===== config.mk =====
export PLATFORM = sky130hd
export DESIGN_NAME = aicc_dev_flat
export DESIGN_NICKNAME = d
export VERILOG_FILES = /design/src/pkg/aicc_pkg.sv /design/src/pkg/aicc_if.sv /design/src/hw/aicc_dev.sv /design/src/flat_wrapper.sv
export SDC_FILE = /design/constraint.sdc
export NUM_CORES = 1
export LEC_CHECK = 0
export ABC_AREA = 0
export BUFFER_PORTS_ARGS = -buffer_cell sky130_fd_sc_hd__buf_2
export CAP_MARGIN = 10
export CORE_MARGIN = 5
export CORE_UTILIZATION = 42
export DETAILED_ROUTE_END_ITERATION = 10
export SETUP_SLACK_MARGIN = 0.1
export SLEW_MARGIN = 20
export SYNTH_ARGS = -nofsm -noshare
export SYNTH_HDL_FRONTEND = slang
export SYNTH_SLANG_ARGS = --single-unit

===== constraint.sdc =====
create_clock -name sys_clk -period 2.4 [get_ports sys_clk]
set_input_delay 0.12 -clock sys_clk [delete_from_list [all_inputs] [get_ports sys_clk]]
set_output_delay 0.12 -clock sys_clk [all_outputs]
set_load 0.01 [all_outputs]

===== src/pkg/aicc_pkg.sv =====
package aicc_pkg;

  // ---------------------------------------------------------------------------
  // Port map of the converter on the local I/O bus
  // ---------------------------------------------------------------------------
  localparam logic [7:0] AICC_PORT_CMD = 8'h00;     // Write: channel, gain, mode, start.
  localparam logic [7:0] AICC_PORT_LOW = 8'h00;     // Read: result bits 7..0.
  localparam logic [7:0] AICC_PORT_HIGH = 8'h01;    // Read: status and result bits 11..8.

  // ---------------------------------------------------------------------------
  // Command byte layout
  // ---------------------------------------------------------------------------
  localparam int AICC_CMD_CH_LSB = 0;               // Channel field, five bits.
  localparam int AICC_CMD_CH_W = 5;
  localparam int AICC_CMD_GAIN_LSB = 5;             // Gain code, two bits.
  localparam int AICC_CMD_BIPOLAR_BIT = 7;          // One selects bipolar operation.

  // ---------------------------------------------------------------------------
  // High byte layout
  // ---------------------------------------------------------------------------
  localparam int AICC_HI_EOC_BIT = 7;               // End-of-conversion flag.
  localparam int AICC_HI_BUSY_BIT = 6;              // Conversion in progress.

  // ---------------------------------------------------------------------------
  // Gain codes
  // ---------------------------------------------------------------------------
  typedef enum logic [1:0] {
    AICC_GAIN_1 = 2'h0,
    AICC_GAIN_5 = 2'h1,
    AICC_GAIN_50 = 2'h2,
    AICC_GAIN_250 = 2'h3
  } aicc_gain_t;

  // ---------------------------------------------------------------------------
  // Timing
  // ---------------------------------------------------------------------------
  localparam int AICC_CLK_MHZ = 100;                // sys_clk rate.
  localparam int AICC_SAMPLE_US = 15;               // Sample-and-hold acquisition time.
  localparam int AICC_CONV_US = 50;                 // Longest conversion time.
  localparam int AICC_SAMPLE_CYC = AICC_SAMPLE_US * AICC_CLK_MHZ;
  localparam int AICC_CONV_CYC = AICC_CONV_US * AICC_CLK_MHZ;
  localparam int AICC_RES_W = 12;                   // Result width.

  // Host settling waits per gain, microseconds and cycles.
  localparam int AICC_SETTLE1_US = 55;
  localparam int AICC_SETTLE5_US = 5000;
  localparam int AICC_SETTLE50_US = 250000;
  localparam int AICC_SETTLE250_US = 20000;
  localparam int AICC_SETTLE1_CYC = AICC_SETTLE1_US * AICC_CLK_MHZ;
  localparam int AICC_SETTLE5_CYC = AICC_SETTLE5_US * AICC_CLK_MHZ;
  localparam int AICC_SETTLE50_CYC = AICC_SETTLE50_US * AICC_CLK_MHZ;
  localparam int AICC_SETTLE250_CYC = AICC_SETTLE250_US * AICC_CLK_MHZ;

endpackage


===== src/pkg/aicc_if.sv =====
`timescale 1ns/1ps
// Local I/O bus between processor and converter section.
interface aicc_if;
  logic [7:0] io_addr;   // Port address.
  logic io_wr;           // One-cycle write strobe.
  logic io_rd;           // One-cycle read strobe.
  logic [7:0] io_wdata;  // Write data.
  logic [7:0] io_rdata;  // Read data, valid the cycle after io_rd.
  logic io_rvalid;       // Read answer strobe.
  logic eoc_irq;         // End-of-conversion interrupt request, level.

  modport dev (
    input io_addr, io_wr, io_rd, io_wdata,
    output io_rdata, io_rvalid, eoc_irq
  );
  modport host (
    output io_addr, io_wr, io_rd, io_wdata,
    input io_rdata, io_rvalid, eoc_irq
  );
endinterface


===== src/hw/aicc_dev.sv =====
`timescale 1ns/1ps
module aicc_dev
  import aicc_pkg::*;
#(
  parameter int SAMPLE_CYC = AICC_SAMPLE_CYC,
  parameter int CONV_CYC = AICC_CONV_CYC
) (
  // Clock and reset
  input wire logic sys_clk,
  input wire logic sys_rst,
  // Local bus
  aicc_if.dev bus,
  // Analog front end controls
  output logic [4:0] mux_sel,
  output logic mux_diff,
  output logic [1:0] pga_gain,
  output logic sh_hold,
  output logic sar_start,
  // Converter data from the analog side
  input wire logic [11:0] adc_raw,
  input wire logic adc_done
);

  // ---------------------------------------------------------------------------
  // Types and state
  // ---------------------------------------------------------------------------
  typedef enum logic [1:0] {AICC_IDLE, AICC_SAMPLE, AICC_CONVERT} aicc_state_t;

  aicc_state_t state_reg;        // Sequencer state.
  logic [31:0] cnt_reg;          // Phase timer.
  logic [11:0] result_reg;       // Last completed result.
  logic eoc_reg;                 // End-of-conversion flag.
  logic cmd_wr;                  // Decoded command write.
  logic rd_low;                  // Decoded low byte read.
  logic rd_high;                 // Decoded high byte read.
  logic [11:0] coded;            // Result in host coding.

  // ---------------------------------------------------------------------------
  // Port decode
  // ---------------------------------------------------------------------------
  // Only strobed accesses to our ports act; other writes are ignored and other reads answer zero.
  assign cmd_wr = bus.io_wr && (bus.io_addr == AICC_PORT_CMD);
  assign rd_low = bus.io_rd && (bus.io_addr == AICC_PORT_LOW);
  assign rd_high = bus.io_rd && (bus.io_addr == AICC_PORT_HIGH);

  // ---------------------------------------------------------------------------
  // Command latch
  // ---------------------------------------------------------------------------
  // Channel, gain and mode are latched by the same write that starts.
  always_ff @(posedge sys_clk or posedge sys_rst) begin
    if (sys_rst) begin
      mux_sel <= 5'h00;
      mux_diff <= 1'b0;
      pga_gain <= 2'h0;
    end else if (cmd_wr) begin
      // Bipolar mode uses only 16 differential pairs, so the top bit drops.
      mux_diff <= bus.io_wdata[AICC_CMD_BIPOLAR_BIT];
      mux_sel <= bus.io_wdata[AICC_CMD_BIPOLAR_BIT] ?
                 {1'b0, bus.io_wdata[AICC_CMD_CH_LSB +: 4]} :
                 bus.io_wdata[AICC_CMD_CH_LSB +: AICC_CMD_CH_W];
      pga_gain <= bus.io_wdata[AICC_CMD_GAIN_LSB +: 2];
    end
  end

  // ---------------------------------------------------------------------------
  // Conversion sequencer
  // ---------------------------------------------------------------------------
  // A command during a conversion restarts the sequence on the new channel;
  // the old conversion is abandoned rather than queued.
  always_ff @(posedge sys_clk or posedge sys_rst) begin
    if (sys_rst) begin
      state_reg <= AICC_IDLE;
      cnt_reg <= 32'h0;
    end else if (cmd_wr) begin
      state_reg <= AICC_SAMPLE;
      cnt_reg <= 32'h0;
    end else begin
      case (state_reg)
        AICC_IDLE: begin
          cnt_reg <= 32'h0;
        end
        AICC_SAMPLE: begin
          // Track the input for the full acquisition time before holding.
          if (cnt_reg == 32'(SAMPLE_CYC - 1)) begin
            state_reg <= AICC_CONVERT;
            cnt_reg <= 32'h0;
          end else begin
            cnt_reg <= cnt_reg + 32'h1;
          end
        end
        AICC_CONVERT: begin
          // The converter's done or the worst-case bound ends the phase,
          // so a silent converter cannot hang the section.
          if (adc_done || cnt_reg == 32'(CONV_CYC - 1)) begin
            state_reg <= AICC_IDLE;
            cnt_reg <= 32'h0;
          end else begin
            cnt_reg <= cnt_reg + 32'h1;
          end
        end
        default: begin
          state_reg <= AICC_IDLE;
          cnt_reg <= 32'h0;
        end
      endcase
    end
  end

  // Hold and start lines follow the sequencer directly. Hold rises in the
  // same cycle as the start pulse, so the converter never begins on a
  // tracking input and the acquisition time is not cut short by a cycle.
  // Hold drops one cycle after completion, when the sequencer is idle again.
  always_ff @(posedge sys_clk or posedge sys_rst) begin
    if (sys_rst) begin
      sh_hold <= 1'b0;
      sar_start <= 1'b0;
    end else begin
      sh_hold <= ((state_reg == AICC_CONVERT) ||
                  ((state_reg == AICC_SAMPLE) && (cnt_reg == 32'(SAMPLE_CYC - 1)))) &&
                 !cmd_wr;
      sar_start <= (state_reg == AICC_SAMPLE) && !cmd_wr &&
                   (cnt_reg == 32'(SAMPLE_CYC - 1));
    end
  end

  // ---------------------------------------------------------------------------
  // Result and flag
  // ---------------------------------------------------------------------------
  // Bipolar: raw is offset binary; convert to sign plus 11-bit magnitude.
  // The most negative raw code has no 11-bit magnitude and reads back as a
  // negative zero; the range loses that one code by design.
  always_comb begin
    if (mux_diff) begin
      if (adc_raw[11]) begin
        coded = {1'b0, adc_raw[10:0]};
      end else begin
        coded = {1'b1, 11'(12'h800 - adc_raw)};
      end
    end else begin
      coded = adc_raw;
    end
  end

  // Result changes only at completion so the two byte reads pair up.
  always_ff @(posedge sys_clk or posedge sys_rst) begin
    if (sys_rst) begin
      result_reg <= 12'h000;
    end else if (state_reg == AICC_CONVERT && !cmd_wr &&
                 (adc_done || cnt_reg == 32'(CONV_CYC - 1))) begin
      result_reg <= coded;
    end
  end

  // Flag drops on a start and rises when that conversion's result latches.
  always_ff @(posedge sys_clk or posedge sys_rst) begin
    if (sys_rst) begin
      eoc_reg <= 1'b0;
    end else if (cmd_wr) begin
      eoc_reg <= 1'b0;
    end else if (state_reg == AICC_CONVERT &&
                 (adc_done || cnt_reg == 32'(CONV_CYC - 1))) begin
      eoc_reg <= 1'b1;
    end
  end

  assign bus.eoc_irq = eoc_reg;

  // ---------------------------------------------------------------------------
  // Read answer
  // ---------------------------------------------------------------------------
  // Answer one cycle after the strobe; unmapped reads answer zero. The data
  // lines keep the last answer until the next read, so a reader that
  // samples late still sees what it asked for.
  always_ff @(posedge sys_clk or posedge sys_rst) begin
    if (sys_rst) begin
      bus.io_rdata <= 8'h00;
      bus.io_rvalid <= 1'b0;
    end else begin
      bus.io_rvalid <= bus.io_rd;
      if (rd_low) begin
        bus.io_rdata <= result_reg[7:0];
      end else if (rd_high) begin
        bus.io_rdata <= {eoc_reg, state_reg != AICC_IDLE, 2'h0,
                         result_reg[11:8]};
      end else if (bus.io_rd) begin
        // A read of any other port answers zero.
        bus.io_rdata <= 8'h00;
      end
    end
  end

endmodule


===== src/flat_wrapper.sv =====
// flat-port wrapper written by rule: the top's interface ports become plain ports
module aicc_dev_flat import aicc_pkg::*;
#(
  parameter int SAMPLE_CYC = AICC_SAMPLE_CYC,
  parameter int CONV_CYC = AICC_CONV_CYC
)
  (sys_clk, sys_rst, mux_sel, mux_diff, pga_gain, sh_hold, sar_start, adc_raw, adc_done, bus_io_addr, bus_io_wr, bus_io_rd, bus_io_wdata, bus_io_rdata, bus_io_rvalid, bus_eoc_irq);
  aicc_if bus_i ();
  input wire logic sys_clk;
  input wire logic sys_rst;
  output logic [4:0] mux_sel;
  output logic mux_diff;
  output logic [1:0] pga_gain;
  output logic sh_hold;
  output logic sar_start;
  input wire logic [11:0] adc_raw;
  input wire logic adc_done;
  input wire logic [$bits(bus_i.io_addr)-1:0] bus_io_addr;
  input wire logic [$bits(bus_i.io_wr)-1:0] bus_io_wr;
  input wire logic [$bits(bus_i.io_rd)-1:0] bus_io_rd;
  input wire logic [$bits(bus_i.io_wdata)-1:0] bus_io_wdata;
  output wire logic [$bits(bus_i.io_rdata)-1:0] bus_io_rdata;
  output wire logic [$bits(bus_i.io_rvalid)-1:0] bus_io_rvalid;
  output wire logic [$bits(bus_i.eoc_irq)-1:0] bus_eoc_irq;
  assign bus_i.io_addr = bus_io_addr;
  assign bus_i.io_wr = bus_io_wr;
  assign bus_i.io_rd = bus_io_rd;
  assign bus_i.io_wdata = bus_io_wdata;
  assign bus_io_rdata = bus_i.io_rdata;
  assign bus_io_rvalid = bus_i.io_rvalid;
  assign bus_eoc_irq = bus_i.eoc_irq;
  aicc_dev #(.SAMPLE_CYC(SAMPLE_CYC), .CONV_CYC(CONV_CYC)) u_core (.sys_clk(sys_clk), .sys_rst(sys_rst), .bus(bus_i), .mux_sel(mux_sel), .mux_diff(mux_diff), .pga_gain(pga_gain), .sh_hold(sh_hold), .sar_start(sar_start), .adc_raw(adc_raw), .adc_done(adc_done));
endmodule

==> After elaboration in Yosys (flattened, before gate mapping) <==
Cells that the tools add are included.
{ "op_classes": {"muxes": 16, "n_addsub": 2, "n_eq_ne": 8, "reduce_logical": 19} }
{ "op_table": {"columns": ["cell", "n"], "rows": [
  ["32-bit 2-to-1 mux", 3],
  ["32-bit one-hot mux with 2 select lines", 1],
  ["32-bit by 1-bit adder with 32-bit output (second input constant)", 1],
  ["32-bit by 11-bit equality test with 1-bit output (second input constant)", 1],
  ["32-bit by 13-bit equality test with 1-bit output (second input constant)", 1],
  ["12-bit 2-to-1 mux", 2],
  ["8-bit 2-to-1 mux", 3],
  ["1-bit by 11-bit subtractor with 11-bit output (first input constant)", 1],
  ["1-bit logical AND", 10],
  ["8-bit by 1-bit equality test with 1-bit output (second input constant)", 1],
  ["8-bit logical NOT", 1],
  ["2-bit 2-to-1 mux", 3],
  ["3-bit by 1-bit inequality test with 1-bit output (second input constant)", 2],
  ["2-bit one-hot mux with 3 select lines", 1],
  ["5-bit 2-to-1 mux", 1],
  ["2-bit nonzero test", 2],
  ["3-bit AND reduction", 1],
  ["3-bit nonzero test", 1],
  ["2-bit by 1-bit equality test with 1-bit output (second input constant)", 1],
  ["2-bit equality test (second input constant)", 1],
  ["2-bit logical NOT", 1],
  ["1-bit logical OR", 2],
  ["1-bit 2-to-1 mux", 2],
  ["2-bit by 1-bit inequality test with 1-bit output (second input constant)", 1],
  ["1-bit logical NOT", 1]
]} }
{ "word_totals": {"output_inout_bits": 20, "reg_bits": 66, "inputBits": 33} }

==> Depth between registers and ports, before layout <==
Gate-level depths: netlist of run 1.
{ "logic_depth": {"ltp_word": 5, "depth_mapped": 8, "mapped_depth_nobuf": 7} }

==> Worst setup path after synthesis of run 1 <==
Ideal clock, no wire load.
{ "synth_path": {"path_kind": "register to register", "from": "register u_core.cnt_reg[0]", "to": "register u_core.result_reg[0]", "path_stages_with_launch": 9, "n_path_buf": 2, "synth_period_minus_slack_ps": 1940, "slack_ps": 460, "t_arrival_ps": 1815, "required_ps": 2275, "cell_sequence": "dfrtp_1 ha_1 nor4b_2 nand4_1 o21ai_0 and3_1 buf_4 buf_6 mux2_4"} }
{ "synth_between": {"elab_chain_len": 3} }
{ "synth_lines": {"columns": ["item", "line_no", "rtl"], "rows": [
  ["start: declaration", "aicc_dev.sv:30", "logic [31:0] cnt_reg;"],
  ["start signal: assignment", "aicc_dev.sv:88", "cnt_reg <= cnt_reg + 32'h1;"],
  ["start signal: assignment", "aicc_dev.sv:98", "cnt_reg <= cnt_reg + 32'h1;"],
  ["32-bit by 13-bit equality test with 1-bit output", "aicc_dev.sv:149", "(adc_done || cnt_reg == 32'(CONV_CYC - 1))) begin"],
  ["1-bit logical OR", "aicc_dev.sv:149", null],
  ["1-bit logical AND", "aicc_dev.sv:148", "end else if (state_reg == AICC_CONVERT && !cmd_wr &&"],
  ["end signal: assignment", "aicc_dev.sv:150", "result_reg <= coded;"],
  ["end: declaration", "aicc_dev.sv:31", "logic [11:0] result_reg;"]
]} }
No other way between the ends.
A chain may end at the register's enable or synchronous reset.

==> Worst setup path after layout of run 1 <==
{ "layout_path": {"from": "register u_core.cnt_reg[11]", "to": "register u_core.result_reg[8]"} }
The elaborated chain is that of the path after synthesis.

==> key figures, run 1 <==
Route
  • WL/cell: 14.52 um
  • Detailed-route DRC error count: 0
  • Detailed Routing Iterations Pass 1: 4
  • ANT nets after route: 0
  • Vias per Instance: 5.052
  • Routed vias: 2435
  • Final WL: 6999 um
  • DR iter-0 viols: slightly below 100

Run status
  • Status: complete, no violations

Cells and area
  • Number of fill cells: 721
  • Multi-input gate area: 1595 sq um
  • Final nets: 414
  • Antenna Cells: 0
  • Area Overhead vs Synth: 18.10%
  • Seq. cell area: 1652 sq um
  • Largest register FFs: 32
  • Layout cells sized above 1: 0.2526

GRT
  • Initial antenna violation count: 0
  • Vias in the first global route: between 2000 and 2500
  • Largest net degree at the start of global routing: 33
  • Total Routing Usage GR: 0.1536
  • Global-route wire length before repair: ~12000 um
  • Overflow after GRT: 0

STA
  • Setup TNS: 0 ns
  • Actual slew at the worst max-slew pin: ~0.65 ns
  • Rel. slew slack: 0.5647
  • Slew Limit Fails: 0
  • RSZ-0062 raised after global routing: false
  • Tcrit/Tclk final: 0.8672
  • Min Tclk post-route: 2.081 ns
  • Setup violations, final: 0
  • Final Hold Vio Count: 0
  • Clk_skew: between 0.01 and 0.015 ns
  • Fmax: roughly 0.48 GHz

Die
  • Site Rows: 32
  • Die width: between 90 and 100 um
  • I/O pins: 53
  • Die area: between 9000 and 10000 sq um
  • Starting density of the core: 0.4352
  • Core area: just under 8000 sq um
  • Die H: 99.72 um

Synthesis
  • Seq/Total Area, Yosys: 0.4885
  • Synthesized area per cell: 10.73 sq um
  • Largest cells by area after synthesis: dfrtp_1, xor2_1, nor2_1
  • Post-synth top cells: dfrtp_1, nor2_1, xor2_1, inv_1, nand3_1
  • EDFF count, synth: 0
  • Most used DFF post-synth: dfrtp_1
  • Ys Warns: 0
  • Async SR Flop Fraction: 1.000
  • Synth cell types: 41
  • Post-synth top area cell: dfrtp_1
  • Mapped Cells: 315
  • Synthesized Nets: 353
  • Flops & latches, synth: 66
  • Yosys top cell area share: 0.4885
  • Top-count cell post-synth: dfrtp_1
  • Post-Syn Area: 3381 sq um

Hold path
  • Hold EP: u_core.pga_gain[0]$_DFFE_PP0N_
  • Worst hold start: bus_io_wdata[5]
  • Hold path depth: 2
  • Worst hold path class: in2reg

Worst setup path
  • Reg2Reg Depth: 6
  • Arr. time, crit path: about 2.3 ns
  • Worst Path Class, Setup: reg2reg
  • Worst-path fanout max: 13
  • Worst r2r src: u_core.cnt_reg[11]$_DFF_PP0_
  • Critical Path End Type: flip-flop
  • R2R setup slack: 0.32 ns
  • Reg2reg end: u_core.result_reg[8]$_DFFE_PP0P_
  • Critical Path Source Type: flip-flop
  • Critical Path RT: around 2.6 ns

Clock network
  • CTS root buf: clkbuf_8
  • Cts bufs inserted: 9
  • Clock Latency Late Sink: approximately 0.34 ns
  • Clock Tree Buf Depth: 2
  • Postcts setup bufs: 0
  • Clk slew on worst S/H paths: 0.07 ns
  • Sink Count: 66
  • H-tree depth: 3
  • CTS tree: yes

Power and ir drop
  • PD cells: 540.1 nW/um^2
  • Tot Pwr: 2.157 mW
  • Max VDD drop: 0.0002750 V
  • Static Leak: 1.889 nW

Run
  • MaxCap Viol Count: 0

Placement
  • Buffers on Ports: between 50 and 60
  • Detailed-placement wirelength estimate: 5094 um
  • Gpl congestion: about 0.8
## cell type report
class	count	area share
sequential	66	0.4137
multi-input combinational	220	0.3996
timing repair buffer	61	0.09151
clock buffer	12	0.03635
tap	102	0.03196
inverter	18	0.01692
clock inverter	3	0.01003
## worst max-delay path by stage
stage                                       startpoint                          endpoint  slack [ns]  cells after the start
after detailed placement   u_core.cnt_reg[0]$_DFF_PP0_  u_core.result_reg[8]$_DFFE_PP0P_        0.30                      7
after CTS                 u_core.cnt_reg[17]$_DFF_PP0_  u_core.result_reg[8]$_DFFE_PP0P_        0.29                      6
after global routing      u_core.cnt_reg[22]$_DFF_PP0_  u_core.result_reg[8]$_DFFE_PP0P_        0.15                      6
after floorplan            u_core.cnt_reg[0]$_DFF_PP0_  u_core.result_reg[0]$_DFFE_PP0P_        0.46                      8
after global placement    u_core.cnt_reg[17]$_DFF_PP0_  u_core.result_reg[9]$_DFFE_PP0P_        0.30                      6
final                     u_core.cnt_reg[11]$_DFF_PP0_  u_core.result_reg[8]$_DFFE_PP0P_        0.32                      6
## through the flow
| step | worst slack [ns] | hold WS, ns | instances | utilization | cell area, sq um |
|---|---|---|---|---|---|
| after floorplan | 0.4596 | 0.1514 | 315 | - | 3381 |
| after global placement | 0.2974 | 0.1779 | 462 | 0.4837 | 3757 |
| after detailed placement | 0.3042 | 0.1943 | 462 | 0.4837 | 3757 |
| after CTS | 0.2930 | 0.0006222 | 482 | 0.5140 | 3993 |
| after global routing | 0.1451 | 0.006412 | 482 | 0.5140 | 3993 |
| final | 0.3187 | 0.01627 | 482 | 0.5140 | 3993 |
## logic make-up after synthesis
family | after synthesis | synth area share
AOI/OAI and AO/OA | 24 | 0.04774
xor gates and xnor gates | 40 | 0.1036
adders and majority gates | 5 | 0.01850
buffers and inverters | 29 | 0.03960
DFF | 66 | 0.4885
muxes | 25 | 0.09105
and+or+nand+nor | 126 | 0.2110
## power by group
group / internal (mW) / switching [mW]
clock: 0.500 / 0.403
combinational: 0.0558 / 0.0730
sequential: 1.12 / 0.00448
## cells in the final DEF (no fill, tap or decap), drive strengths merged, types with 2 or more instances in the layout
| master | n |
|---|---|
| xor2 | 27 |
| and2 | 2 |
| dlygate4sd3 | 5 |
| nand3 | 16 |
| dfrtp | 66 |
| o21ai | 6 |
| clkinv | 2 |
| nor2 | 46 |
| nand2b | 2 |
| clkbuf | 12 |
| mux2 | 19 |
| o31ai | 2 |
| ha | 5 |
| mux2i | 6 |
| buf | 56 |
| nor4 | 10 |
| o21a | 2 |
| a21oi | 3 |
| nor3 | 5 |
| and4 | 4 |
| xnor2 | 13 |
| nand4 | 12 |
| and3 | 8 |
| inv | 18 |
| nand2 | 13 |
| nor4b | 3 |
| o22ai | 6 |
## per-layer routing
metal	vias to the layer above	global-route usage	part of all wire
met5	-	0	0
met4	0	0.05147	0.015
met3	8	0.04278	0.052
met2	49	0.2268	0.44
met1	1168	0.2171	0.49
li1	1210	-	-
## critical path, stage by stage (launching register included)
cell and delay [ns]:
dfrtp_1 0.41, nor4_1 0.37, nand4_1 0.26, o21ai_0 0.20, and3_1 0.22, buf_12 0.16, mux2_2 0.33
## what timing repair did
action | CTS | global route
gates resized for setup | 0 | 0
hold buffers | 5 | 0
endpoints found under the hold margin | 27 | 0
Power figures use the tool's default switching activity.
==> run 2: changes to the inputs <==
- CORE_MARGIN: 5 -> 1.5
==> key figures, run 2 (synthesized netlist as in run 1, its figures left out) <==
Worst setup path
  • Worst Path Class, Setup: reg2reg
  • Capture point of the critical path: u_core.cnt_reg[8]$_DFF_PP0_
  • Critical Path End Type: flip-flop
  • Worst-path fanout max: 32 (+19)
  • Worst r2r src: u_core.cnt_reg[26]$_DFF_PP0_
  • CP Cell Sequence: nor4_1, nand4_1, buf_4, o211a_1, o211ai_2, buf_12, nor2_1
  • CP max stage cell: dfrtp_1
  • Reg2reg end: u_core.cnt_reg[8]$_DFF_PP0_
  • Cell family with most CP delay: simple AND/OR/NAND/NOR gates
  • Critical Path Source Type: flip-flop
  • Arr. time, crit path: 2.27 ns (-0.04 ns)
  • Critical Path RT: 2.62 ns (about the same)
  • R2R setup slack: 0.35 ns (+0.03 ns)
  • Reg2Reg Depth: 7 (+1)
  • WP buf/inv: 2 (+1)
  • CP Depth: 7 (+1)
  • Crit. Startpoint: u_core.cnt_reg[26]$_DFF_PP0_
  • CP peak stage delay: 0.42 ns (about the same)

Clock network
  • Clk slew on worst S/H paths: 0.07 ns (about the same)
  • Clock Tree Buf Depth: 2 (unchanged)
  • CTS tree: yes
  • Clock Latency Late Sink: 0.34 ns (about the same)
  • H-tree depth: 3 (unchanged)
  • Cts bufs inserted: 9 (unchanged)
  • Sink Count: 66 (unchanged)
  • CTS root buf: clkbuf_8

Die
  • Site Rows: 32 (unchanged)
  • Die width: 92.72 um (-7.0%)
  • I/O pins: 53 (unchanged)
  • Die area: 8597 sq um (-14%)
  • Die H: 92.72 um (-7.0%)
  • Core area: 7767 sq um (unchanged)
  • Starting density of the core: 0.4352 (unchanged)

Power and ir drop
  • PD cells: 532.2 nW/um^2 (-1.5%)
  • Int Pwr: 1.629 mW (-2.8%)
  • Clock power frac: 0.408 (-0.011)
  • Logic pwr share: 0.059 (about the same)
  • Static Leak: 1.879 nW (-0.53%)
  • Max VDD drop: 0.0003123 V (+14%)
  • Switching power: 480.6 uW (about the same)
  • Net switching fraction of the power: 0.2278 (+0.005158)
  • Reg power frac: 0.533 (+0.011)

Cells and area
  • Largest register FFs: 32 (unchanged)
  • Layout cells sized above 1: 0.2619 (+0.009273)
  • Most frequent cells in the layout: dfrtp_1, buf_2, nor2_1
  • Area Overhead vs Synth: 17.25%
  • Finished Layout Cells: 480 (-0.41%)
  • Most common cell after layout, fill and taps aside: dfrtp_1
  • Final nets: 411 (-0.72%)
  • Antenna Cells: 0 (unchanged)
  • Final core occ: 0.5103 (-0.003705)
  • Number of fill cells: 730 (+1.2%)

Route
  • Routed vias: 2428 (-0.29%)
  • Vias per Instance: 5.058 (+0.13%)
  • Final WL: 6763 um (-3.4%)
  • ANT nets after route: 0 (unchanged)
  • Detailed-route DRC error count: 0 (unchanged)
  • WL/cell: 14.09 um (-3.0%)
  • DR iter-0 viols: 155 (+58%)
  • Detailed Routing Iterations Pass 1: 5 (+1)

GRT
  • Total Routing Usage GR: 0.1682 (+0.01463)
  • Overflow after GRT: 0 (unchanged)
  • Global-route wire length before repair: 11220 um (-7.6%)
  • Largest net degree at the start of global routing: 67 (+100%)
  • Initial antenna violation count: 0 (unchanged)
  • Vias in the first global route: 2360 (-3.9%)

STA
  • RSZ-0062 raised after global routing: false
  • Hold_ws: 0.001470 ns (-0.01480 ns)
  • Actual slew at the worst max-slew pin: 0.8309 ns (+0.1828 ns)
  • Final Hold Vio Count: 0 (unchanged)
  • Fmax: 0.4884 GHz (+1.6%)
  • Setup violations, final: 0 (unchanged)
  • Setup TNS: 0 ns (unchanged)
  • Clk_skew: 0.007346 ns (-0.004229 ns)
  • Min Tclk post-route: 2.048 ns (-0.03375 ns)
  • Rel. slew slack: 0.4461 (-0.1186)
  • Tcrit/Tclk final: 0.8531 (-0.01406)
  • Slew Limit Fails: 0 (unchanged)

Hold path
  • Worst hold path class: in2async

Placement
  • Detailed-placement wirelength estimate: 4683 um (-8.1%)
  • Buffers on Ports: 52 (unchanged)
  • Gpl congestion: 0.8354 (+4.0%)
  • Number of instances in the placed design: 462 (unchanged)

Run status
  • Status: complete, no violations

Run
  • MaxCap Viol Count: 0 (unchanged)
run 2: layout make-up:
cell class	count	area, sq um	area share
clock inverters	2	10.01	0.002525
flip-flops and latches	66	1652	0.4167
well taps	102	127.6	0.03220
inverters	18	67.56	0.01705
multi-input cells	220	1602	0.4040
clock buffers	14	172.7	0.04356
repair buffers	58	332.8	0.08396
run 2: how the worst min path moves through the flow:
stage / end / slack [ns] / cells past startpoint
floorplan: u_core.bus.io_rvalid$_DFF_PP0_ / 0.15 / 0
global placement: u_core.bus.io_rvalid$_DFF_PP0_ / 0.35 / 1
detailed placement: u_core.bus.io_rvalid$_DFF_PP0_ / 0.35 / 1
CTS: u_core.pga_gain[1]$_DFFE_PP0N_ / 0.002 / 2
global route: u_core.pga_gain[1]$_DFFE_PP0N_ / 0.003 / 2
finish: u_core.bus.io_rvalid$_DFF_PP0_ / 0.001 / 3
run 2: power groups by stage:
stage | Clock (mW) | Sequential (mW) | Combinational [mW]
floorplan | 0 | 1.15 | 0.0621
global placement | 0 | 1.15 | 0.123
detailed placement | 0 | 1.15 | 0.125
CTS | 0.889 | 1.12 | 0.127
global route | 0.942 | 1.12 | 0.140
finish | 0.860 | 1.12 | 0.124
run 2: stage by stage:
stage | setup WS (ns) | instance area, sq um | total power, mW
6_report | 0.3524 | 3964 | 2.109
5_1_grt | 0.1424 | 3964 | 2.207
4_1_cts | 0.2759 | 3950 | 2.140
3_5_place_dp | 0.2920 | 3757 | 1.271
3_3_place_gp | 0.2837 | 3757 | 1.269
2_1_floorplan | 0.4596 | 3381 | 1.211
run 2: per-layer routing:
| layer | track usage | wire length, um | vias to the layer above | share of wire |
|---|---|---|---|---|
| met5 | 0 | 0 | - | 0 |
| met4 | 0.07323 | 110 | 0 | 0.016 |
| met3 | 0.03530 | 257 | 11 | 0.038 |
| met2 | 0.2475 | 3000 | 57 | 0.44 |
| met1 | 0.2383 | 3394 | 1157 | 0.50 |
| li1 | - | - | 1203 | - |
run 2: worst register-to-register path, delay by kind of cell, from the launching register on:
| family | cells | cell delay (ns) |
|---|---|---|
| and+or+nand+nor | 3 | 0.64 |
| AOI/OAI and AO/OA | 2 | 0.49 |
| DFF | 1 | 0.42 |
| buffers and inverters | 2 | 0.39 |
run 2: what timing repair did:
| action | 4_1_cts | 5_1_grt |
|---|---|---|
| setup endpoints to repair | 0 | 12 |
| hold buffers | 1 | 0 |
| endpoints found under the hold margin | 1 | 0 |
| resized for setup | 0 | 1 |
| setup buffers | 0 | 1 |
